$ cat config.mk
export PLATFORM = sky130hd
export DESIGN_NAME = sdl_lane_ctrl_regs
export DESIGN_NICKNAME = d
export VERILOG_FILES = /design/src/pkg/sdl_pkg.sv /design/src/pkg/sdl_lane_if.sv /design/src/core/sdl_lane_store.sv /design/src/core/sdl_lane_ctrl_regs.sv
export SDC_FILE = /design/constraint.sdc
export NUM_CORES = 1
export LEC_CHECK = 0
export BUFFER_PORTS_ARGS = -buffer_cell sky130_fd_sc_hd__buf_2
export CORE_UTILIZATION = 45
export DETAILED_ROUTE_END_ITERATION = 10
export PLACE_DENSITY = 0.75
export RECOVER_POWER = 50
export SYNTH_ARGS = -nofsm -noshare
export SYNTH_HDL_FRONTEND = slang
export SYNTH_HIERARCHICAL = 1
export SYNTH_SLANG_ARGS = --single-unit
$ cat constraint.sdc
create_clock -name mclk -period 8.1 [get_ports mclk]
set_input_delay 0.405 -clock mclk [delete_from_list [all_inputs] [get_ports mclk]]
set_output_delay 0.405 -clock mclk [all_outputs]
set_load 0.02 [all_outputs]
$ cat src/pkg/sdl_pkg.sv
// Constants and types shared by the SerDes lane-control register block
package sdl_pkg;
   localparam int SDL_NUM_SERDES = 8;
   localparam int SDL_NUM_LANES = 4;
   localparam int SDL_ADDR_W = 12;
   localparam int SDL_DATA_W = 32;
   localparam int SDL_TX_W = 6;
   localparam int SDL_SEL_W = 5;
   localparam int SDL_SERDES_IDX_W = 3;

   // Register map, one block of words per SerDes
   localparam logic [11:0] SDL_SERDES_STRIDE = 12'h020;
   localparam logic [11:0] SDL_OFS_CONTROL = 12'h000;
   localparam logic [11:0] SDL_OFS_TX_LANE_CTL0 = 12'h004;
   localparam logic [11:0] SDL_MAP_LIMIT = 12'h100;

   // Control register fields
   localparam int SDL_SEL_LSB = 0;
   localparam int SDL_SLEEP_BIT = 5;
   localparam logic [4:0] SDL_SEL_LANE_MAX = 5'h03;
   localparam logic [4:0] SDL_SEL_ALL = 5'h10;
   localparam logic [4:0] SDL_SEL_RESET = 5'h10;
   localparam logic SDL_SLEEP_RESET = 1'b0;

   // Transmit lane control 0 fields
   localparam int SDL_FULL_G1_LSB = 0;
   localparam int SDL_G2_3P5_LSB = 2;
   localparam int SDL_G2_6P0_LSB = 4;
   localparam logic [1:0] SDL_FULL_G1_RESET = 2'h2;
   localparam logic [1:0] SDL_G2_3P5_RESET = 2'h3;
   localparam logic [1:0] SDL_G2_6P0_RESET = 2'h2;
   localparam logic [5:0] SDL_TX_RESET = {SDL_G2_6P0_RESET, SDL_G2_3P5_RESET, SDL_FULL_G1_RESET};

   // Power-up initialisation time of the SerDes
   localparam int SDL_CLK_PERIOD_PS = 4000;
   localparam int SDL_INIT_TIME_NS = 64;
   localparam int SDL_INIT_CYCLES = (SDL_INIT_TIME_NS * 1000 + SDL_CLK_PERIOD_PS - 1)
      / SDL_CLK_PERIOD_PS;
   localparam int SDL_INIT_CNT_W = 8;

   typedef enum logic [1:0] {
      SDL_PWR_ON = 2'b00,
      SDL_PWR_DOWN = 2'b01,
      SDL_PWR_INIT = 2'b10
   } sdl_pwr_state_t;
endpackage

$ cat src/pkg/sdl_lane_if.sv
// Link between the register block and one SerDes's lane storage
interface sdl_lane_if #(parameter int NUM_LANES = sdl_pkg::SDL_NUM_LANES);
   logic wr_tx;
   logic [sdl_pkg::SDL_TX_W-1:0] wdata_tx;
   logic [sdl_pkg::SDL_SEL_W-1:0] lane_sel;
   logic gen2;
   logic deemph_choice;
   logic low_swing;
   logic [sdl_pkg::SDL_TX_W-1:0] rd_tx;
   logic [2*NUM_LANES-1:0] fine;
   logic [NUM_LANES-1:0] deemph_en;

   modport regs (output wr_tx, wdata_tx, lane_sel, gen2, deemph_choice, low_swing,
      input rd_tx, fine, deemph_en);
   modport store (input wr_tx, wdata_tx, lane_sel, gen2, deemph_choice, low_swing,
      output rd_tx, fine, deemph_en);
endinterface

$ cat src/core/sdl_lane_store.sv
// Per-lane storage of transmit fine de-emphasis settings for one SerDes
module sdl_lane_store #(
   parameter int NUM_LANES = sdl_pkg::SDL_NUM_LANES
) (
   // Clock and reset
   input wire logic mclk,
   input wire logic rst,
   // Register side
   sdl_lane_if.store lif
);
   import sdl_pkg::*;

   logic [SDL_TX_W-1:0] lane_ff [NUM_LANES];
   logic [SDL_TX_W-1:0] shadow_ff;
   logic [2*NUM_LANES-1:0] fine_ff;
   logic [NUM_LANES-1:0] en_ff;

   always_ff @(posedge mclk or posedge rst)
   begin
      if (rst)
      begin
         for (int l = 0; l < NUM_LANES; l++)
            lane_ff[l] <= SDL_TX_RESET;
      end
      else if (lif.wr_tx)
      begin
         for (int l = 0; l < NUM_LANES; l++)
         begin
            if (lif.lane_sel == SDL_SEL_ALL || lif.lane_sel == SDL_SEL_W'(l))
               lane_ff[l] <= lif.wdata_tx;
         end
      end
   end

   always_ff @(posedge mclk or posedge rst)
   begin
      if (rst)
         shadow_ff <= SDL_TX_RESET;
      else if (lif.wr_tx)
         shadow_ff <= lif.wdata_tx;
   end

   always_ff @(posedge mclk or posedge rst)
   begin
      if (rst)
      begin
         fine_ff <= '0;
         en_ff <= '0;
      end
      else
      begin
         for (int l = 0; l < NUM_LANES; l++)
         begin
            en_ff[l] <= !lif.low_swing;
            if (lif.low_swing)
               fine_ff[2*l +: 2] <= 2'h0;
            else if (!lif.gen2)
               fine_ff[2*l +: 2] <= lane_ff[l][SDL_FULL_G1_LSB +: 2];
            else if (lif.deemph_choice)
               fine_ff[2*l +: 2] <= lane_ff[l][SDL_G2_3P5_LSB +: 2];
            else
               fine_ff[2*l +: 2] <= lane_ff[l][SDL_G2_6P0_LSB +: 2];
         end
      end
   end

   assign lif.rd_tx = shadow_ff;
   assign lif.fine = fine_ff;
   assign lif.deemph_en = en_ff;
endmodule // sdl_lane_store

$ cat src/core/sdl_lane_ctrl_regs.sv
// APB register bank for SerDes lane control and deep power-down
//
// What this block does
// - Lane-select field picks the lane that lane-control writes go to.
// - Codes 0 to 3 pick one lane; 0x10, the default, picks all lanes.
// - A single-lane write changes only that lane's stored setting.
// - Reads of lane-control registers ignore the lane-select field.
// - A read returns the last value written, whatever lane it went to.
// - Power-down puts every lane in P2 and turns the clock multiplier off.
// - Setting power-down sends each associated link machine to Detect at once.
// - Clearing power-down powers up, initialises, then starts link training.
// - Power-down bit does nothing to a SerDes already powered down; during initialisation the bit still powers it down.
// - Two-bit full-swing first-generation fine de-emphasis field, reset 0x2.
// - Two-bit second-generation minus 3.5 dB fine field, reset 0x3.
// - Two-bit second-generation minus 6.0 dB fine field, reset 0x2.
// - Fine de-emphasis fields are ignored in low-swing mode.
// - Lane settings survive ordinary resets on every lane.
//
// The implementer's own choices: the APB slave port and the register offsets.
module sdl_lane_ctrl_regs
   import sdl_pkg::*;
#(
   parameter int NUM_SERDES = sdl_pkg::SDL_NUM_SERDES,
   parameter int NUM_LANES = sdl_pkg::SDL_NUM_LANES
) (
   // Clock and resets
   input wire logic mclk,
   input wire logic rst,
   input wire logic soft_rst,
   // APB slave
   input wire logic psel,
   input wire logic penable,
   input wire logic pwrite,
   input wire logic [sdl_pkg::SDL_ADDR_W-1:0] paddr,
   input wire logic [sdl_pkg::SDL_DATA_W-1:0] pwdata,
   input wire logic [3:0] pstrb,
   output logic [sdl_pkg::SDL_DATA_W-1:0] prdata,
   output logic pready,
   output logic pslverr,
   // Port status per SerDes
   input wire logic [NUM_SERDES-1:0] serdes_already_down,
   input wire logic [NUM_SERDES-1:0] gen2_rate,
   input wire logic [NUM_SERDES-1:0] deemph_level_choice,
   input wire logic [NUM_SERDES-1:0] low_swing,
   // Power control per SerDes
   output logic [NUM_SERDES-1:0] lanes_in_p2,
   output logic [NUM_SERDES-1:0] clock_multiplier_unit_off,
   output logic [NUM_SERDES-1:0] ltssm_to_detect,
   output logic [NUM_SERDES-1:0] ltssm_start_training,
   // Transmit de-emphasis per lane
   output logic [2*NUM_SERDES*NUM_LANES-1:0] tx_fine_deemph,
   output logic [NUM_SERDES*NUM_LANES-1:0] tx_deemph_en
);
   import sdl_pkg::*;

   if (NUM_SERDES < 1 || NUM_SERDES > SDL_NUM_SERDES)
      $error("NUM_SERDES out of range");
   if (NUM_LANES < 1 || NUM_LANES > SDL_NUM_LANES)
      $error("NUM_LANES out of range");
   if (SDL_INIT_CYCLES < 1 || SDL_INIT_CYCLES > 2 ** SDL_INIT_CNT_W)
      $error("Init time does not fit its counter");

   typedef struct packed {
      logic hit;
      logic is_tx;
      logic [SDL_SERDES_IDX_W-1:0] idx;
   } sdl_decode_t;

   // Address decode shared by reads and writes
   function automatic sdl_decode_t sdl_decode(input logic [SDL_ADDR_W-1:0] addr);
      sdl_decode_t d;
      logic [SDL_ADDR_W-1:0] ofs;
      d = '0;
      ofs = addr & (SDL_SERDES_STRIDE - 12'h001);
      d.idx = addr[5 +: SDL_SERDES_IDX_W];
      // Slots above the instantiated SerDes count decode as misses
      if (addr >= SDL_MAP_LIMIT || 32'(d.idx) >= NUM_SERDES)
         d.hit = 1'b0;
      else if (ofs == SDL_OFS_CONTROL)
         d.hit = 1'b1;
      else if (ofs == SDL_OFS_TX_LANE_CTL0)
      begin
         d.hit = 1'b1;
         d.is_tx = 1'b1;
      end
      else
         d.hit = 1'b0;
      return d;
   endfunction

   logic [SDL_DATA_W-1:0] prdata_ff;
   logic pready_ff;
   logic pslverr_ff;
   logic [SDL_SEL_W-1:0] lane_sel_ff [NUM_SERDES];
   logic [NUM_SERDES-1:0] sleep_ff;
   sdl_pwr_state_t pwr_ff [NUM_SERDES];
   logic [SDL_INIT_CNT_W-1:0] init_cnt_ff [NUM_SERDES];
   logic [NUM_SERDES-1:0] p2_ff;
   logic [NUM_SERDES-1:0] cmu_off_ff;
   logic [NUM_SERDES-1:0] detect_ff;
   logic [NUM_SERDES-1:0] train_ff;
   logic [2*NUM_SERDES*NUM_LANES-1:0] fine_ff;
   logic [NUM_SERDES*NUM_LANES-1:0] en_ff;

   sdl_decode_t dec;
   logic access;
   logic wr_done;
   logic [SDL_DATA_W-1:0] nxt_prdata;
   logic [SDL_TX_W-1:0] rd_tx [NUM_SERDES];
   logic [2*NUM_LANES-1:0] lane_fine [NUM_SERDES];
   logic [NUM_LANES-1:0] lane_en [NUM_SERDES];

   assign dec = sdl_decode(paddr);
   assign access = psel && penable;
   // Write lands only on the completing edge
   assign wr_done = access && pready_ff && pwrite && pstrb[0] && dec.hit;

   // One wait state: answer is ready on the second access cycle
   // Ready clears itself the cycle after it rises, even while access is still high
   always_ff @(posedge mclk or posedge rst)
   begin
      if (rst)
         pready_ff <= 1'b0;
      else if (soft_rst)
         pready_ff <= 1'b0;
      else
         pready_ff <= access && !pready_ff;
   end

   always_comb
   begin
      nxt_prdata = '0;
      if (!dec.hit)
         nxt_prdata = '0;
      else if (dec.is_tx)
         nxt_prdata[SDL_TX_W-1:0] = rd_tx[dec.idx];
      else
      begin
         nxt_prdata[SDL_SEL_LSB +: SDL_SEL_W] = lane_sel_ff[dec.idx];
         nxt_prdata[SDL_SLEEP_BIT] = sleep_ff[dec.idx];
      end
   end

   // Read data stands only in the completing cycle
   always_ff @(posedge mclk or posedge rst)
   begin
      if (rst)
         prdata_ff <= '0;
      else if (soft_rst)
         prdata_ff <= '0;
      else if (access && !pready_ff)
         prdata_ff <= pwrite ? '0 : nxt_prdata;
      else
         prdata_ff <= '0;
   end

   // Unmapped words answer with an error
   always_ff @(posedge mclk or posedge rst)
   begin
      if (rst)
         pslverr_ff <= 1'b0;
      else if (soft_rst)
         pslverr_ff <= 1'b0;
      else if (access && !pready_ff)
         pslverr_ff <= !dec.hit;
      else
         pslverr_ff <= 1'b0;
   end

   // Sticky: only the power-on reset clears it
   always_ff @(posedge mclk or posedge rst)
   begin
      if (rst)
      begin
         for (int s = 0; s < NUM_SERDES; s++)
            lane_sel_ff[s] <= SDL_SEL_RESET;
      end
      else if (wr_done && !dec.is_tx)
      begin
         lane_sel_ff[dec.idx] <= pwdata[SDL_SEL_LSB +: SDL_SEL_W];
      end
   end

   always_ff @(posedge mclk or posedge rst)
   begin
      if (rst)
      begin
         for (int s = 0; s < NUM_SERDES; s++)
            sleep_ff[s] <= SDL_SLEEP_RESET;
      end
      else if (wr_done && !dec.is_tx)
         sleep_ff[dec.idx] <= pwdata[SDL_SLEEP_BIT];
   end

   // Power sequencing per SerDes
   always_ff @(posedge mclk or posedge rst)
   begin
      if (rst)
      begin
         for (int s = 0; s < NUM_SERDES; s++)
         begin
            pwr_ff[s] <= SDL_PWR_ON;
         end
         p2_ff <= '0;
         cmu_off_ff <= '0;
         detect_ff <= '0;
         train_ff <= '0;
      end
      else
      begin
         for (int s = 0; s < NUM_SERDES; s++)
         begin
            detect_ff[s] <= 1'b0;
            train_ff[s] <= 1'b0;
            case (pwr_ff[s])
               SDL_PWR_ON:
               begin
                  // Already down: no effect
                  // Bit stays pending until the port is up again
                  if (sleep_ff[s] && !serdes_already_down[s])
                  begin
                     pwr_ff[s] <= SDL_PWR_DOWN;
                     p2_ff[s] <= 1'b1;
                     cmu_off_ff[s] <= 1'b1;
                     detect_ff[s] <= 1'b1;
                  end
               end
               SDL_PWR_DOWN:
               begin
                  if (!sleep_ff[s] && !serdes_already_down[s])
                  begin
                     pwr_ff[s] <= SDL_PWR_INIT;
                     p2_ff[s] <= 1'b0;
                     cmu_off_ff[s] <= 1'b0;
                  end
               end
               SDL_PWR_INIT:
               begin
                  if (sleep_ff[s])
                  begin
                     pwr_ff[s] <= SDL_PWR_DOWN;
                     p2_ff[s] <= 1'b1;
                     cmu_off_ff[s] <= 1'b1;
                     detect_ff[s] <= 1'b1;
                  end
                  else if (init_cnt_ff[s] == '0)
                  begin
                     pwr_ff[s] <= SDL_PWR_ON;
                     train_ff[s] <= 1'b1;
                  end
               end
               default:
                  pwr_ff[s] <= SDL_PWR_ON;
            endcase
         end
      end
   end

   // Initialisation timer, loaded while powered down
   // Reloading in DOWN lets an aborted start begin afresh
   always_ff @(posedge mclk or posedge rst)
   begin
      if (rst)
      begin
         for (int s = 0; s < NUM_SERDES; s++)
            init_cnt_ff[s] <= '0;
      end
      else
      begin
         for (int s = 0; s < NUM_SERDES; s++)
         begin
            if (pwr_ff[s] == SDL_PWR_DOWN)
               init_cnt_ff[s] <= SDL_INIT_CNT_W'(SDL_INIT_CYCLES - 1);
            else if (pwr_ff[s] == SDL_PWR_INIT && init_cnt_ff[s] != '0)
               init_cnt_ff[s] <= init_cnt_ff[s] - 1'b1;
         end
      end
   end

   // Per-SerDes lane storage
   for (genvar s = 0; s < NUM_SERDES; s++)
   begin : g_serdes
      sdl_lane_if #(.NUM_LANES(NUM_LANES)) lif ();

      assign lif.wr_tx = wr_done && dec.is_tx && dec.idx == SDL_SERDES_IDX_W'(s);
      assign lif.wdata_tx = pwdata[SDL_TX_W-1:0];
      assign lif.lane_sel = lane_sel_ff[s];
      assign lif.gen2 = gen2_rate[s];
      assign lif.deemph_choice = deemph_level_choice[s];
      assign lif.low_swing = low_swing[s];
      assign rd_tx[s] = lif.rd_tx;
      assign lane_fine[s] = lif.fine;
      assign lane_en[s] = lif.deemph_en;

      sdl_lane_store #(.NUM_LANES(NUM_LANES)) u_store (
         .mclk(mclk),
         .rst(rst),
         .lif(lif)
      );
   end

   // Output stage keeps every port on a flop
   always_ff @(posedge mclk or posedge rst)
   begin
      if (rst)
      begin
         fine_ff <= '0;
         en_ff <= '0;
      end
      else
      begin
         for (int s = 0; s < NUM_SERDES; s++)
         begin
            fine_ff[2*NUM_LANES*s +: 2*NUM_LANES] <= lane_fine[s];
            en_ff[NUM_LANES*s +: NUM_LANES] <= lane_en[s];
         end
      end
   end

   assign prdata = prdata_ff;
   assign pready = pready_ff;
   assign pslverr = pslverr_ff;
   assign lanes_in_p2 = p2_ff;
   assign clock_multiplier_unit_off = cmu_off_ff;
   assign ltssm_to_detect = detect_ff;
   assign ltssm_start_training = train_ff;
   assign tx_fine_deemph = fine_ff;
   assign tx_deemph_en = en_ff;
endmodule // sdl_lane_ctrl_regs

### Word-level counts from Yosys, hierarchy flattened

Index checks and enable logic that the tools add are counted.

* add/subtract/negate cells: 8
* $lt $le $gt $ge: 5
* equality and inequality tests: 88
* muxes and demuxes: 259
* bitwise logic cells: 1
* reductions and logical operators: 199

Operators by type and width (count)
* 2-to-1 mux 2 bit: 128
* 2-to-1 mux 8 bit: 16
* equality test 5 x 2 -> 1 bit (second input constant): 16
* 2-to-1 mux 1 bit: 74
* zero test 8 bit: 8
* AND reduction 2 bit: 32
* nonzero test 8 bit: 8
* subtractor 8 x 1 -> 8 bit (second input constant): 8
* inequality test 2 bit (second input constant): 24
* case mux 2 bit (3 select lines): 8
* logical AND 1 bit: 42
* 2-to-1 mux 6 bit: 7
* bitwise mux 40 bit: 1
* equality test 5 x 1 -> 1 bit (second input constant): 8
* equality test 5 bit (second input constant): 8
* zero test 5 bit: 8
* logical OR 1 bit: 32
* AND reduction 4 bit: 8
* zero test 1 bit: 27
* inequality test 3 bit (second input constant): 8
* case mux 1 bit (3 select lines): 8
* AND reduction 3 bit: 8
* nonzero test 3 bit: 8
* binary-select mux 6 bit (select 3 bit): 1
* other kinds (23): 64

* register bits: 591
* input port bits: 86
* output and inout port bits: 162
* word-level logic and storage cells: 656

### Depth between registers and ports, before layout

Gate-level depths: netlist (run 1).

* depth in word-level cells: 9
* mapped depth: 10
* depth with buffers taken out: 7

### By module

The synthesis (run 1) kept the hierarchy.

By module, submodules not included
* sdl_lane_store: instances 8, cells an instance 114, area each 1704.1 um^2, seq. area each 1001.0 um^2
* sdl_lane_ctrl_regs: instances 1, cells an instance 849, area each 10860.4 um^2, seq. area each 6416.2 um^2

### Worst setup path after synthesis (run 1)

Ideal clock, no wire load.

* kind: input -> register
* from: in paddr[1] in the netlist's numbering
* to: reg g_serdes[1].u_store/lane_ff[10] in the netlist's numbering
* library setup time: 0.125 ns
* arrival: 2.725 ns
* data required time: 7.975 ns
* setup slack: 5.250 ns
* cell stages on the path: 10
* buffers on the path: 3
* cells stage by stage: nor4_4 and4_1 buf_2 nand4b_1 nor2_1 buf_4 or3b_4 or3_1 buf_6 mux2_4

* cells in the longest elaborated chain, start to end: 8
* elaborated cells between the ends (all ways): 12
* classes of those cells: 1 x order compare; 1 x eq/ne; 5 x mux; 5 x reduce/logical

RTL lines
* start: declaration: RTL line sdl_lane_ctrl_regs.sv:34 `input wire logic [sdl_pkg::SDL_ADDR_W-1:0] paddr,`
* branches (longest 5 deep; another with >= comparator 12 x 9 -> 1 bit)
* logical AND 1 bit * (2 in series): RTL line sdl_lane_ctrl_regs.sv:285 `assign lif.wr_tx = wr_done && dec.is_tx && dec.idx == SDL_SERDES_IDX_W'(s);`
* net g_serdes[1].lif.wr_tx: RTL line sdl_lane_if.sv:3 `logic wr_tx;`
* AND reduction 2 bit (no line) *
* end signal: indexed assignment: RTL line sdl_lane_store.sv:30 `lane_ff[l] <= lif.wdata_tx;`
* end: declaration: RTL line sdl_lane_store.sv:13 `logic [SDL_TX_W-1:0] lane_ff [NUM_LANES];`

Mark *: on every way through the listed nets, which the timed path passes.
A chain may end at the register's enable or synchronous reset.

==> run_results.csv, run 1 <==
group,metric,value,unit
run_status,outcome,"complete, but fails checks",
run_status,violations,"capacitance limit, slew limit",
yosys,synth_top_family_by_area,"multiplexers",
floorplan,core,53810,um2
global_route,grt_overflow,0,
final_layout,syn2layout_area_growth,13.00,%
critical_path,slowest_delay,2.87,ns
critical_path,r2r-end,"g_serdes[2].u_store/lane_ff[16]",
cts,clk_latency,0.62,ns
place,post-place-ws,4.287,ns
job,drv_cap,9,
power,power_leakage,0.01328,uW
critical_path,reg2reg_from,"pready",
routing,met2_length,24.49,mm
timing,fmax,211.5,MHz
final_layout,nets,2025,
cts,ctsResizeCount,0,
floorplan,dieArea,55370,um2
cts,cts_tree,"done",
routing,wl_per_cell,19.15,um
place,place_hpwl,32.28,mm
cts,cts.sinks,568,
yosys,mappedNetlistArea,24490,um2
floorplan,start_util,45.51,%
critical_path,cp-end-kind,"asynchronous set/reset pin",
global_route,grt.total_usage,18.70,%
routing,drt-pass1-iter-count,4,
critical_path,worstPathArrival,5.32,ns
timing,skew,0.02310,ns
yosys,yosysMostFrequentCell,"dfrtp_1",
routing,highest_layer,"met5",
critical_path,worstPathRequired,8.69,ns
critical_path,slowest_stage,"clkinvlp_2",
hold_path,hold_class,"in2reg",
yosys,yosys_warnings,6,
power,ir_worst_vdd,178.8,uV
floorplan,rows,85,
final_layout,drive_gt1_share,38.96,%
floorplan,die_h,235.3,um
yosys,synthTopCellsByArea,"dfrtp_1 (41%), dfstp_2 (18%), mux2_2 (8.8%)",
yosys,ys_ff_latch,568,
timing,finalHoldViolations,0,
routing,vias,14370,
yosys,synth_top_cell_by_area,"dfrtp_1",
yosys,synth_commonest_cells,"dfrtp_1 (400), mux2_2 (191), dfstp_2 (168)",
hold_path,whs_endpoint,"pwr_ff[8]",
yosys,synth_top_area_share,40.87,%
cts,clk_pin_slew,0.06,ns
cts,clock-root-buffer,"clkbuf_16",
cts,cts_max_level,2,
routing,met3_length,2.796,mm
cts,numCtsBuffers,59,
place,io_buffers,192,
yosys,synth_adder_area_share,0.8173,%
yosys,ys_seq_area_share,58.89,%
timing,setup_tns,0,ns
routing,post_drt_via_cell_ratio,5.376,
timing,period_minus_slack,4.727,ns
timing,max_slew_margin,-238.9,%
critical_path,r2r_setup_slack,4.60,ns
floorplan,die_w,235.3,um
critical_path,crit_chain,"dlygate4sd3_1, clkbuf_1, clkinvlp_2, buf_4",
cts,cts_max_path_buffers,3,
yosys,yosys.area_share.simple,8.132,%
hold_path,hold_path_depth,2,
yosys,synth_compound_area_share,5.839,%
power,power_density,223.5,nW/um2
yosys,ys.flop_type,"dfrtp_1",
timing,slew_viol_final,424,
yosys,avgSynthCellArea,13.91,um2
timing,post-route-period-util,58.36,%
global_route,grt_pass1_wl,82.28,mm
routing,wl,51.18,mm
yosys,synthXorXnorAreaFrac,0.8224,%
timing,setup_viol,0,
timing,rsz0062_at_grt,"no",
global_route,antenna_found_initial,8,
place,gp_congestion,0.8498,
timing,worst_slack,3.373,ns
routing,m1WireLength,22.71,mm
global_route,grt_max_degree,110,
floorplan,ios,248,
yosys,synth_cell_types,70,
yosys,synth_edf_count,0,
timing,hold_slack,0.04782,ns
timing,worst_slew_pin_slew,5.056,ns
critical_path,path_class,"in2async",
routing,drc,0,
routing,drtIter0Drc,619,
yosys,synthMuxAreaShare,20.88,%
critical_path,start_kind,"input port",
yosys,syn_inst,1761,
global_route,grt_pass1_vias,14950,
hold_path,min-delay-start,"serdes_already_down[3]",
routing,antenna_left,0,
yosys,synthArstFlopShare,100.0,%
critical_path,worstPathMaxFanout,109,
critical_path,reg2regPathDepth,7,
==> area by class of cell <==
cell class	count	area [um2]
Multi-Input combinational cell	1020	9021
Inverter	63	237.7
Fill cell	4523	26140
Clock inverter	27	331.6
Antenna cell	3	7.507
Sequential cell	568	14420
Clock buffer	85	1735
Tap cell	696	870.8
Timing Repair Buffer	211	1049
==> critical path: cells and delay by family <==
family   cells  cell delay [ns]
buf+inv      4             4.78
==> worst max path at each step <==
stage,from,end,slack (ns)
6_report,rst,init_cnt_ff[23],3.37
5_1_grt,rst,tx_fine_deemph[5],2.41
4_1_cts,pready,g_serdes[7].u_store/lane_ff[12],4.64
3_5_place_dp,paddr[1],g_serdes[7].u_store/lane_ff[6],4.29
3_3_place_gp,paddr[1],g_serdes[6].u_store/lane_ff[6],4.35
2_1_floorplan,rst,clock_multiplier_unit_off[2],0.67
==> layer usage <==
metal	up-vias	GRT usage, %
met2	278	30.37
met4	12	4.971
met3	78	4.515
met5	-	0
li1	6547	-
met1	7455	25.15
==> cell usage in the layout, fill, tap and decap left out, types with 10 or more instances in the layout <==
cell type / instances
dfrtp_1: 400
mux2_2: 191
buf_2: 164
dfstp_2: 142
nor2_1: 121
mux2i_1: 97
mux2_4: 96
a211oi_1: 66
inv_1: 62
clkbuf_16: 60
clkbuf_1: 47
nand2_1: 46
conb_1: 26
dfstp_1: 26
o21ai_0: 25
or3_1: 24
mux4_2: 24
a21oi_1: 18
xnor2_1: 18
nor3_1: 17
nand2b_1: 17
ha_1: 16
o31ai_1: 14
clkbuf_8: 14
nand3_1: 12
or3b_2: 12
nand4_1: 12
nand3b_1: 11
a22oi_1: 11
o21a_1: 10
==> report_power, final <==
group	switching, uW	internal (uW)	total [uW]
sequential	58.1	2920	2980
clock	1130	1680	2810
combinational	282	114	396
total	1470	4720	6190
==> registers in the layout (all words and copies together), names as in the netlist, 4 cells and up <==
signal,cells
lanes_in_p2,4
g_serdes.u_store/lif.deemph_en,8
g_serdes.lif.lane_sel,40
g_serdes.u_store/lif.rd_tx,48
sleep_ff,8
pwr_ff,16
tx_deemph_en,32
g_serdes.u_store/lane_ff,192
ltssm_start_training,8
prdata,6
clock_multiplier_unit_off,4
tx_fine_deemph,64
init_cnt_ff,64
ltssm_to_detect,8
g_serdes.u_store/lif.fine,64
==> through the flow <==
step	utilization, %	power [uW]	instances	cell area, um2
after floorplan	-	3294	1786	24590
after global placement	47.66	3399	2554	25650
after detailed placement	47.66	3425	2554	25650
after CTS	51.58	6289	2670	27760
after global routing	51.42	6441	2670	27670
final	51.43	6186	2673	27680
==> cell families (layout without fill, tap and decap cells) <==
kind of cell | after synthesis | after routing
flops | 568 | 568
other cells | 1 | 29
fa+ha+maj | 16 | 16
compound gates | 198 | 198
mux | 409 | 409
simple gates | 348 | 348
buf+inv | 198 | 386
xor+xnor | 23 | 23
==> repair_timing <==
item,CTS,global route
setup buffers,0,0
endpoints found under the setup margin,0,0
endpoints found under the hold margin,4,0
hold buffers,4,0
Power figures use the tool's default switching activity.
==> inputs of run 2 (changes only) <==
- ABC_AREA: default -> 1
- PLACE_DENSITY: 0.75 -> 0.77
- clock period: 8.1 -> 4.25 ns (I/O delays scaled with it)
==> run 2 against run 1 <==
  * The flow still finishes with violations (capacitance limit, slew limit)
  * Critical path depth did not move
  * Final area rose by 3.3%
  * Clock-buffer cell count fell by 2
  * Synthesized cell count rose by 63%
==> run_results.csv, run 2 <==
group,metric,value,unit
run_status,outcome,"complete, but fails checks",
run_status,violations,"capacitance limit, slew limit",
timing,setup_tns,0,ns
final_layout,multi_input_area,8697,um2
final_layout,largest_register_ffs,192,
yosys,synth_top_area_share,39.55,%
hold_path,hold_path_depth,3,
critical_path,path_class,"in2async",
global_route,antenna_found_initial,6,
place,gp_congestion,0.9717,
final_layout,syn2layout_area_growth,12.97,%
critical_path,cp_top_family,"buffers and inverters",
hold_path,whs_endpoint,"g_serdes[2].u_store/lif.fine[4]",
yosys,synth_commonest_cells,"nand2_1 (816), dfrtp_1 (400), inv_1 (333)",
routing,drt-pass1-iter-count,5,
final_layout,final_cell_mix,"nand2_1 (816), dfrtp_1 (400), inv_1 (332)",
timing,setup_viol,0,
timing,max_slew_margin,-43.29,%
final_layout,nets,3158,
cts,clk_pin_slew,0.06,ns
yosys,avgSynthCellArea,8.813,um2
cts,clock-root-buffer,"clkbuf_16",
global_route,grt_overflow,0,
cts,cts.sinks,568,
critical_path,path_buf_inv,4,
critical_path,reg2regPathDepth,8,
critical_path,cp-end-kind,"asynchronous set/reset pin",
timing,rsz0062_at_grt,"no",
final_layout,regArea,14420,um2
critical_path,worstPathArrival,3.15,ns
yosys,ys_ff_latch,568,
routing,wl_per_cell,15.27,um
routing,drtIter0Drc,1661,
final_layout,stdcell_area,28590,um2
critical_path,slowest_delay,1.55,ns
yosys,mappedNetlistArea,25310,um2
critical_path,crit_chain,"dlygate4sd3_1, clkbuf_1, clkinvlp_2, clkbuf_2",
timing,slew_viol_final,398,
place,io_buffers,192,
place,post-place-ws,1.496,ns
timing,hold_slack,0.06074,ns
global_route,grt_use_met2,32.44,%
place,place_hpwl,38.90,mm
place,place_area,26530,um2
cts,cts_max_level,2,
yosys,ys.flop_type,"dfrtp_1",
global_route,gr-usage-met3,4.099,%
timing,finalHoldViolations,0,
timing,period_minus_slack,2.867,ns
routing,post_drt_via_cell_ratio,5.024,
power,ir_worst_vdd,348.4,uV
final_layout,antenna_cells,0,
critical_path,worstPathRequired,4.54,ns
power,power_density,455.1,nW/um2
floorplan,dieArea,57200,um2
place,dp.cells,3723,
floorplan,core,55310,um2
global_route,grt_pass1_wl,95.25,mm
floorplan,ios,248,
routing,drc,0,
final_layout,fin_cells,3853,
global_route,grt.total_usage,20.87,%
yosys,yosysMostFrequentCell,"nand2_1",
yosys,synthArstFlopShare,100.0,%
cts,clk_latency,0.63,ns
cts,ctsResizeCount,0,
timing,post-route-period-util,67.47,%
hold_path,min-delay-start,"gen2_rate[2]",
yosys,ys_seq_area_share,56.99,%
routing,antenna_left,0,
critical_path,slowest_stage,"clkbuf_2",
critical_path,start_kind,"input port",
routing,wl,58.83,mm
yosys,synth_top_cell_by_area,"dfrtp_1",
yosys,synth_edf_count,0,
job,drv_cap,9,
global_route,grt_max_degree,171,
timing,worst_slew_pin_slew,2.149,ns
floorplan,start_util,45.76,%
timing,skew,0.02808,ns
critical_path,r2r-end,"g_serdes[0].u_store/lane_ff[0]",
final_layout,drive_gt1_share,15.65,%
timing,worst_slack,1.383,ns
cts,cts_tree,"done",
final_layout,top_register,"g_serdes.u_store/lane_ff",
power,power_leakage,0.01453,uW
yosys,synthTopCellsByArea,"dfrtp_1 (40%), dfstp_2 (17%), nand2_1 (12%)",
yosys,syn_inst,2872,
cts,cts_max_path_buffers,3,
final_layout,fill_cells,5141,
critical_path,worstPathMaxFanout,84,
critical_path,r2r_setup_slack,1.75,ns
hold_path,hold_class,"in2reg",
global_route,grt_most_used_layer,"met2",
global_route,grt_pass1_vias,18210,
routing,vias,19360,
critical_path,reg2reg_from,"pready",
timing,fmax,348.7,MHz
floorplan,die_h,239.2,um
yosys,synth_cell_types,41,
global_route,met1_usage,29.28,%
floorplan,rows,86,
cts,numCtsBuffers,58,
yosys,yosys_warnings,6,
floorplan,die_w,239.2,um
final_layout,final_common_cell,"nand2_1",
## run 2: changes by cell type after synthesis, moves of 75 or more
| cell | change |
|---|---|
| mux2_4 | -96 |
| nor2_1 | +75 |
| nand3_1 | +316 |
| o21ai_1 | +91 |
| mux2_2 | -191 |
| mux2i_1 | -97 |
| nand2_1 | +770 |
| inv_1 | +270 |
## run 2: layout make-up
class / count / area share (%)
Clock buffer: 83 / 5.864
Clock inverter: 26 / 1.028
Inverter: 345 / 4.533
Multi-Input combinational cell: 1845 / 30.42
Sequential cell: 568 / 50.44
Tap cell: 748 / 3.273
Timing Repair Buffer: 238 / 4.441
## run 2: worst max path at each step
stage | from | endpoint | slack, ns | cells past startpoint
finish | rst | tx_fine_deemph[37] | 1.38 | 4
global route | rst | tx_fine_deemph[37] | 0.91 | 4
CTS | pready | g_serdes[0].u_store/lane_ff[0] | 1.77 | 8
detailed placement | paddr[5] | g_serdes[2].u_store/lane_ff[4] | 1.50 | 10
global placement | paddr[5] | g_serdes[2].u_store/lane_ff[4] | 1.52 | 10
floorplan | rst | clock_multiplier_unit_off[2] | 0.67 | 1
## run 2: what timing repair did
item | CTS | global route
hold endpoints to repair | 165 | 0
endpoints found under the setup margin | 0 | 0
buffers inserted | 0 | 0
hold buffers | 21 | 0
## run 2: kinds of logic after synthesis
group	count (synthesis)	share of synthesized area [%]
buffers and inverters	484	9.200
AO/OA/AOI/OAI	328	7.267
AND/OR/NAND/NOR	1466	25.43
other	1	0.01482
flip-flops	568	56.99
adder cells (fa/ha/maj)	16	0.7909
XOR/XNOR	9	0.3115
## run 2: worst reg2reg max path, stage by stage, from the launching register on
cell     delay, ns
dfrtp_1       0.44
nand4_4       0.34
nor4_2        0.39
buf_4         0.26
nand3_2       0.27
nand2_4       0.32
nand2_1       0.21
nand2_1       0.10
nand2_1       0.05
## run 2: stage by stage
stage	utilization [%]	power (uW)
2_1_floorplan	-	7393
3_3_place_gp	47.98	7819
3_5_place_dp	47.98	7874
4_1_cts	51.92	13170
5_1_grt	51.70	13670
6_report	51.70	13010
## run 2: power breakdown
group	switching, uW	total (uW)	internal (uW)
Combinational	1330	1860	522
Sequential	213	5950	5740
Clock	2100	5210	3100
## run 2: routing by layer
metal / part of all wire [%] / vias up
met5: 0.14 / -
met4: 2.3 / 12
met3: 6.1 / 102
met2: 46 / 482
met1: 46 / 9305
li1: - / 9458
